**src/common/wdt_pkg.sv**
```systemverilog
// Constants shared by the watchdog block: register map, field layout, reset values, timing.
// Assumes a 125 MHz system clock and a 32-bit AHB-Lite register bus.
package wdt_pkg;

    // ========================================================================
    // Register map
    localparam logic [7:0] OFF_CTRL  = 8'h00;
    localparam logic [7:0] OFF_STAT  = 8'h04;
    localparam logic [7:0] OFF_CLR   = 8'h08;
    localparam logic [7:0] OFF_EN    = 8'h0C;

    // ========================================================================
    // Control register fields
    localparam int         CE_BIT    = 4;
    localparam int         ON_BIT    = 3;
    localparam int         PS_MSB    = 2;
    localparam logic [2:0] PS_RST    = 3'h0;
    localparam logic [1:0] CE_HOLD   = 2'h3;

    // ========================================================================
    // Status, clear and enable fields
    localparam int         ST_W      = 2;
    localparam int         ST_BITE   = 0;
    localparam int         ST_REFUSE = 1;
    localparam logic [1:0] ST_RST    = 2'h0;

    // ========================================================================
    // Timing
    localparam int unsigned HCLK_HZ  = 125_000_000;
    localparam int unsigned OSC_HZ   = 1_000_000;
    localparam int unsigned OSC_DIV  = HCLK_HZ / OSC_HZ;
    localparam int          DIV_W    = 7;
    localparam int unsigned BASE_CYC = 16384;
    localparam int          CNT_W    = 22;

endpackage

```
**src/logic/wdt_top.sv**
```systemverilog
// Watchdog timer with two safety levels and an AHB-Lite register slave.
// Assumes one 125 MHz clock; restart and chip reset requests come from logic on that clock.
// How it works
// - Counter advances on a 1 MHz tick divided down from the system clock.
// - A restart pulse returns the counter to zero.
// - Counter is held at zero while disabled and during any chip reset.
// - Counter reaching the selected period without restart resets the chip.
// - Fuse high gives level 2 initially enabled; low gives level 1 disabled.
// - At level 2 the watchdog can never be disabled.
// - Control bits 7 to 5 always read zero.
// - Change-enable clears itself four clock cycles after being set.
// - Writing zero to enable clears it only while change-enable is set.
// - Prescale writes take effect only while change-enable is set.
// - Writing one to enable turns the watchdog on; permitted zero turns it off.
// - Prescale code n selects 16K times two to the n oscillator cycles.
// - At level 1 enable is set by a plain write of one.
// - At level 2 the enable bit always reads one.
// - Expiry gives a reset pulse of exactly one system clock cycle.
// - Expiry sets the sticky watchdog reset flag.
module wdt_top #(
    parameter int unsigned TIMEOUT_BASE = wdt_pkg::BASE_CYC
) (
    input  wire logic        hclk,
    input  wire logic        hresetn,
    input  wire logic        hsel,
    input  wire logic [31:0] haddr,
    input  wire logic [1:0]  htrans,
    input  wire logic        hwrite,
    input  wire logic [2:0]  hsize,
    input  wire logic [31:0] hwdata,
    input  wire logic        hready,
    output logic      [31:0] hrdata,
    output logic             hreadyout,
    output logic             hresp,
    input  wire logic        wdt_restart,
    input  wire logic        chip_reset_req,
    input  wire logic        safety_level_fuse,
    output logic             wdt_reset_pulse,
    output logic             irq
);

    // ========================================================================
    // Fuse synchroniser.
    logic                    fuse_meta;
    logic                    fuse_sync;

    always_ff @(posedge hclk or negedge hresetn) begin
        if (!hresetn) begin
            fuse_meta <= 1'b0;
            fuse_sync <= 1'b0;
        end else begin
            fuse_meta <= safety_level_fuse;
            fuse_sync <= fuse_meta;
        end
    end

    wire level2 = fuse_sync;

    // ========================================================================
    // Bus address phase and data phase.
    logic                    wr_pend;
    logic                    rd_pend;
    logic [7:0]              addr_q;

    wire addr_ok = hsel & hready & htrans[1];
    wire wr_acc  = addr_ok & hwrite;
    wire rd_acc  = addr_ok & ~hwrite;

    always_ff @(posedge hclk or negedge hresetn) begin
        if (!hresetn) begin
            wr_pend <= 1'b0;
            rd_pend <= 1'b0;
            addr_q  <= 8'h00;
        end else begin
            wr_pend <= wr_acc;
            rd_pend <= rd_acc;
            if (addr_ok) begin
                addr_q <= haddr[7:0];
            end
        end
    end

    wire       w_ctrl = wr_pend & (addr_q == wdt_pkg::OFF_CTRL);
    wire       w_clr  = wr_pend & (addr_q == wdt_pkg::OFF_CLR);
    wire       w_en   = wr_pend & (addr_q == wdt_pkg::OFF_EN);
    wire [7:0] wd     = hwdata[7:0];

    // ========================================================================
    // Control register.
    logic                    ce;
    logic [1:0]              ce_cnt;
    logic                    wdt_on;
    logic [2:0]              ps;

    wire on_eff  = wdt_on | level2;
    wire ce_set  = w_ctrl & wd[wdt_pkg::CE_BIT] & wd[wdt_pkg::ON_BIT] & ~ce;
    wire ce_stop = w_ctrl & ce & ~wd[wdt_pkg::CE_BIT];
    wire ps_chg  = wd[wdt_pkg::PS_MSB:0] != ps;
    wire off_try = ~wd[wdt_pkg::ON_BIT] & on_eff;
    wire refused = w_ctrl & ~ce & ~wd[wdt_pkg::CE_BIT] & (off_try | ps_chg);

    always_ff @(posedge hclk or negedge hresetn) begin
        if (!hresetn) begin
            ce     <= 1'b0;
            ce_cnt <= 2'h0;
        end else if (chip_reset_req | ce_stop) begin
            ce     <= 1'b0;
        end else if (ce_set) begin
            ce     <= 1'b1;
            ce_cnt <= wdt_pkg::CE_HOLD;
        end else if (ce) begin
            if (ce_cnt == 2'h0) begin
                ce <= 1'b0;
            end
            ce_cnt <= ce_cnt - 2'h1;
        end
    end

    always_ff @(posedge hclk or negedge hresetn) begin
        if (!hresetn) begin
            wdt_on <= 1'b0;
            ps     <= wdt_pkg::PS_RST;
        end else if (chip_reset_req) begin
            wdt_on <= 1'b0;
            ps     <= wdt_pkg::PS_RST;
        end else if (w_ctrl) begin
            if (wd[wdt_pkg::ON_BIT]) begin
                wdt_on <= 1'b1;
            end else if (ce) begin
                wdt_on <= 1'b0;
            end
            if (ce) begin
                ps <= wd[wdt_pkg::PS_MSB:0];
            end
        end
    end

    // ========================================================================
    // Oscillator tick and time-out counter.
    logic [wdt_pkg::DIV_W-1:0] div;
    logic [wdt_pkg::CNT_W-1:0] cnt;

    localparam logic [wdt_pkg::DIV_W-1:0] DIV_LAST = wdt_pkg::DIV_W'(wdt_pkg::OSC_DIV - 1);
    localparam logic [wdt_pkg::CNT_W-1:0] BASE     = wdt_pkg::CNT_W'(TIMEOUT_BASE);

    wire                      tick   = div == DIV_LAST;
    wire [wdt_pkg::CNT_W-1:0] limit  = BASE << ps;
    wire                      expire = on_eff & tick & (cnt == limit - 1'b1);
    wire                      clear  = chip_reset_req | ~on_eff | wdt_restart | expire;

    always_ff @(posedge hclk or negedge hresetn) begin
        if (!hresetn) begin
            div <= '0;
        end else if (tick) begin
            div <= '0;
        end else begin
            div <= div + 1'b1;
        end
    end

    always_ff @(posedge hclk or negedge hresetn) begin
        if (!hresetn) begin
            cnt <= '0;
        end else if (clear) begin
            cnt <= '0;
        end else if (tick) begin
            cnt <= cnt + 1'b1;
        end
    end

    always_ff @(posedge hclk or negedge hresetn) begin
        if (!hresetn) begin
            wdt_reset_pulse <= 1'b0;
        end else begin
            wdt_reset_pulse <= expire;
        end
    end

    // ========================================================================
    // Status, interrupt enable and interrupt line.
    logic [wdt_pkg::ST_W-1:0] st;
    logic [wdt_pkg::ST_W-1:0] en;

    wire [wdt_pkg::ST_W-1:0] ev       = {refused, expire};
    wire [wdt_pkg::ST_W-1:0] clr_mask = w_clr ? wd[wdt_pkg::ST_W-1:0] : '0;
    wire [wdt_pkg::ST_W-1:0] next_st  = (st & ~clr_mask) | ev;

    always_ff @(posedge hclk or negedge hresetn) begin
        if (!hresetn) begin
            st  <= wdt_pkg::ST_RST;
            en  <= wdt_pkg::ST_RST;
            irq <= 1'b0;
        end else begin
            st  <= next_st;
            irq <= |(next_st & en);
            if (w_en) begin
                en <= wd[wdt_pkg::ST_W-1:0];
            end
        end
    end

    // ========================================================================
    // Read data and bus response.
    wire [7:0]  ctrl_val = {3'h0, ce, on_eff, ps};
    wire [31:0] rd_mux   = (addr_q == wdt_pkg::OFF_CTRL) ? {24'h0, ctrl_val} :
                           (addr_q == wdt_pkg::OFF_STAT) ? {30'h0, st} :
                           (addr_q == wdt_pkg::OFF_EN)   ? {30'h0, en} : 32'h0;

    always_ff @(posedge hclk or negedge hresetn) begin
        if (!hresetn) begin
            hrdata    <= 32'h0;
            hreadyout <= 1'b1;
            hresp     <= 1'b0;
        end else begin
            hreadyout <= ~rd_acc;
            hresp     <= 1'b0;
            if (rd_pend) begin
                hrdata <= rd_mux;
            end
        end
    end

    logic rd_ctrl_done;

    always_ff @(posedge hclk or negedge hresetn) begin
        if (!hresetn) begin
            rd_ctrl_done <= 1'b0;
        end else begin
            rd_ctrl_done <= rd_pend & (addr_q == wdt_pkg::OFF_CTRL);
        end
    end
endmodule

```
**config.mk**
```make
export PLATFORM = sky130hd
export DESIGN_NAME = wdt_top
export DESIGN_NICKNAME = d
export VERILOG_FILES = /design/src/common/wdt_pkg.sv /design/src/logic/wdt_top.sv
export SDC_FILE = /design/constraint.sdc
export NUM_CORES = 1
export LEC_CHECK = 0
export BUFFER_PORTS_ARGS = -buffer_cell sky130_fd_sc_hd__buf_2
export CAP_MARGIN = 20
export CELL_PAD_IN_SITES_DETAIL_PLACEMENT = 0
export CELL_PAD_IN_SITES_GLOBAL_PLACEMENT = 1
export CORE_ASPECT_RATIO = 0.75
export CORE_MARGIN = 2
export CORE_UTILIZATION = 35
export DETAILED_ROUTE_END_ITERATION = 16
export GPL_ROUTABILITY_DRIVEN = 0
export PLACE_DENSITY = 0.76
export SLEW_MARGIN = 20
export SYNTH_ARGS = -nofsm -noshare
export SYNTH_HDL_FRONTEND = slang
export SYNTH_SLANG_ARGS = --single-unit
export TNS_END_PERCENT = 10
```
**constraint.sdc**
```tcl
create_clock -name hclk -period 1.7 [get_ports hclk]
set_input_delay 0.17 -clock hclk [delete_from_list [all_inputs] [get_ports hclk]]
set_output_delay 0.17 -clock hclk [all_outputs]
set_load 0.005 [all_outputs]
```
==> out/metrics.json <==
{
  "cpPeakStageDelay": {"value": 440, "unit": "ps"},
  "clock_pin_slew_of_the_registers_on_the_worst_case_setup_and_hold_paths": {"value": 50, "unit": "ps"},
  "routed_via_density": {"value": 4.71},
  "worst_hold_path_class": {"value": "input pin to register"},
  "post_drt_wl_per_cell": {"value": 13.5, "unit": "um"},
  "core.rowCount": {"value": 31},
  "total_leakage_power": {"value": 1.90, "unit": "nW"},
  "ys.flop_type": {"value": "dfrtp_1"},
  "antenna_cells_inserted": {"value": 0},
  "setup_repair_after_global_routing_missed_its_margin": {"value": "yes"},
  "worst-endpoint-required": {"value": 1900, "unit": "ps"},
  "ir_drop": {"value": 0.457, "unit": "mV"},
  "crit_path_start_kind": {"value": "register"},
  "largest_delay_share_family_worst_path": {"value": "compound AO/OA/AOI/OAI gates"},
  "async_reset_ff_share": {"value": 100, "unit": "%"},
  "yosysUniqueCellTypes": {"value": 58},
  "core_area": {"value": 9540, "unit": "um^2"},
  "synth_sequential_area_ratio": {"value": 44.3, "unit": "%"},
  "synth_largest_type_area_fraction": {"value": 43.5, "unit": "%"},
  "xor_xnor_share_of_the_synthesized_area": {"value": 7.49, "unit": "%"},
  "regToRegEndpoint": {"value": "cnt[10]"},
  "drt_pass1_iterations": {"value": 4},
  "clk_latency": {"value": 330, "unit": "ps"},
  "postRouteAntennaNets": {"value": 0},
  "critPathBufInv": {"value": 1},
  "synth_top_area_cell": {"value": "dfrtp_1"},
  "syn_area": {"value": 3390, "unit": "um^2"},
  "die-area": {"value": 10500, "unit": "um^2"},
  "post-layout-total-power": {"value": 3.83, "unit": "mW"},
  "fin_skew": {"value": 4.07, "unit": "ps"},
  "cts.sinks": {"value": 60},
  "growth_of_design_area_from_synthesis_to_finish": {"value": 28.8, "unit": "%"},
  "synth.most_common_cell": {"value": "dfrtp_1"},
  "initial_utilization": {"value": 35.5, "unit": "%"},
  "first_global_vias": {"value": 2481},
  "hold_ws": {"value": 73.0, "unit": "ps"},
  "cts_max_level": {"value": 3},
  "r2r_slack": {"value": -60, "unit": "ps"},
  "grt_start_max_net_pins": {"value": 61},
  "hold_path_startpoint": {"value": "hwrite"},
  "final_layout_size_suffix_gt1_share": {"value": 38.8, "unit": "%"},
  "fp.dieW": {"value": 118, "unit": "um"},
  "final-hold-violation-count": {"value": 0},
  "numPortBuffers": {"value": 29},
  "synth_enable_flop_cells": {"value": 0},
  "antenna_found_initial": {"value": 0},
  "violations": {"value": "setup timing"},
  "synth_compound_area_share": {"value": 6.97, "unit": "%"},
  "ys_top_cells_by_area": {"value": "dfrtp_1, buf_4, nor3_2, xnor2_1, mux2_2"},
  "cts_tree": {"value": "built"},
  "synth_top_cells_by_count": {"value": "dfrtp_1, buf_4, nor3_2"},
  "layout.core_utilization": {"value": 45.8, "unit": "%"},
  "globalRoute.totalOverflow": {"value": 0},
  "post_synth_inst_count": {"value": 320},
  "grt_use_total": {"value": 15.0, "unit": "%"},
  "post_synthesis_share_of_cell_area_spent_on_and_or_nand_and_nor_gates": {"value": 23.7, "unit": "%"},
  "synth_area_per_cell": {"value": 10.6, "unit": "um^2"},
  "final.fill_count": {"value": 905},
  "rr_startpoint": {"value": "ps[1]"},
  "maxCapViolCount": {"value": 0},
  "ctsLongestPathBuffers": {"value": 2},
  "setup_slack": {"value": -61.2, "unit": "ps"},
  "dp_wirelength": {"value": 4940, "unit": "um"},
  "min_period": {"value": 1760, "unit": "ps"},
  "io-pin-count": {"value": 113},
  "multiplexer_area_fraction_after_synthesis": {"value": 4.83, "unit": "%"},
  "yosys_register_bits": {"value": 60},
  "dpl_worst_slack": {"value": -122, "unit": "ps"},
  "dr_total_vias": {"value": 2501},
  "aggregate_routed_wire_length": {"value": 7180, "unit": "um"},
  "result_of_the_run": {"value": "complete, but fails checks"},
  "route.detailed.drc": {"value": 0},
  "setup.worst_path.end_class": {"value": "register"},
  "cts-root-buf": {"value": "clkbuf_16"},
  "chipHeight": {"value": 89.3, "unit": "um"},
  "worst_path_max_delay_cell": {"value": "dfrtp_2"},
  "setup-tns-final": {"value": -1030, "unit": "ps"},
  "synthAdderAreaFrac": {"value": 1.48, "unit": "%"},
  "drt_iter0_markers": {"value": 92},
  "fin_nets": {"value": 475},
  "finalMaxSlewViolations": {"value": 0},
  "layout_worst_path_cycle_share": {"value": 104, "unit": "%"},
  "path_max_fanout": {"value": 8},
  "main_combinational_cell_family_by_area_after_synthesis": {"value": "simple AND/OR/NAND/NOR gates"},
  "critPathArrivalTime": {"value": 1960, "unit": "ps"},
  "timing.final.setup_violations": {"value": 23},
  "holdPathStages": {"value": 3},
  "warning_count_from_the_yosys_run": {"value": 0},
  "numCtsBuffers": {"value": 9},
  "worst_hold_path.endpoint": {"value": "hreadyout"},
  "power.density_cell_area": {"value": 877, "unit": "nW/um^2"},
  "timing.setup.critical_path_class": {"value": "register to register"},
  "grt_first_pass_wirelength": {"value": 12300, "unit": "um"},
  "fmax": {"value": 568, "unit": "MHz"},
  "r2r.worst_path.cells": {"value": 5},
  "timing.critical_path.cells": {"value": "a2111o_1 > a311oi_2 > and3_4 > buf_6 > nor3_2"}
}
[sequential cells by signal, indices dropped and copies added, names as in the netlist]
signal,cells
addr_q,8
wdt_on,1
fuse_sync,1
rd_pend,1
ce_cnt,2
ce,1
cnt,22
wdt_reset_pulse,1
wr_pend,1
ps,3
irq,1
div,7
fuse_meta,1
hrdata,5
st,2
en,2
hreadyout,1
[metrics by stage]
step	std cells	cell area (um^2)
after floorplan	347	3490
after global placement	510	3830
after detailed placement	510	3830
after CTS	531	4320
after global routing	531	4370
final	531	4370
[layout make-up]
cell class                 count  area (um^2)  share of cell area (%)
multi-input combinational    231         1750                    40.1
sequential                    60         1510                    34.5
timing repair buffer          76          548                    12.5
clock buffer                  13          270                    6.18
tap                          132          165                    3.78
clock inverter                 3         67.6                    1.55
inverter                      16         60.1                    1.37
[power by group]
group / switching (mW) / internal, mW
combinational: 0.154 / 0.124
sequential: 0.0390 / 1.48
clock: 0.632 / 1.40
[worst min-delay path, stage by stage]
cell      delay [ps]
buf_2             90
inv_1             60
nand2b_1          70
[metal layers]
layer	track usage [%]	vias up	wire length, um
met5	0	-	0
met4	6.35	0	102
met3	3.70	9	216
met2	22.9	37	3180
met1	20.5	1234	3690
li1	-	1221	-
[placed cells by master (no fill, tap or decap), drive strengths merged, types with 3 or more instances in the layout]
cell type | Yosys | routed
mux2 | 11 | 11
nor4 | 7 | 7
conb | 1 | 28
buf | 36 | 74
nand3 | 13 | 13
clkbuf | 4 | 13
ha | 4 | 4
xnor2 | 19 | 19
nand2 | 17 | 17
dfrtp | 59 | 59
and3 | 4 | 4
and2 | 3 | 3
nor3 | 32 | 32
inv | 16 | 16
nor2 | 20 | 20
nand4 | 15 | 15
o21ai | 11 | 11
xor2 | 10 | 10
and4 | 4 | 4
mux2i | 4 | 4
[kinds of logic (layout without fill, tap and decap cells)]
family          after synthesis  in the layout
buf+inv                      56            108
xor+xnor                     29             29
flops                        60             60
compound gates               32             32
other cells                   1             28
simple gates                123            123
fa+ha+maj                     4              4
mux                          15             15
[worst max-delay path by stage]
stage               startpoint   endpoint  slack [ps]  cells past startpoint
floorplan                ps[0]     cnt[5]          -2                      7
global placement        div[0]    cnt[11]         -90                      8
detailed placement       ps[2]    cnt[10]        -120                      6
CTS                      ps[1]    cnt[15]         -20                      5
global route         addr_q[5]  ce_cnt[0]        -130                      5
finish                   ps[1]    cnt[10]         -60                      5
[timing repair]
action / 4_1_cts / 5_1_grt
endpoints found under the setup margin: 31 / 32
gates cloned: 0 / 0
gates resized for setup: 18 / 11
buffers inserted: 3 / 0
endpoints found under the hold margin: 60 / 0
pin swaps: 11 / 5
hold buffers: 2 / 0
Note: power is estimated with default switching activity, not from simulation.
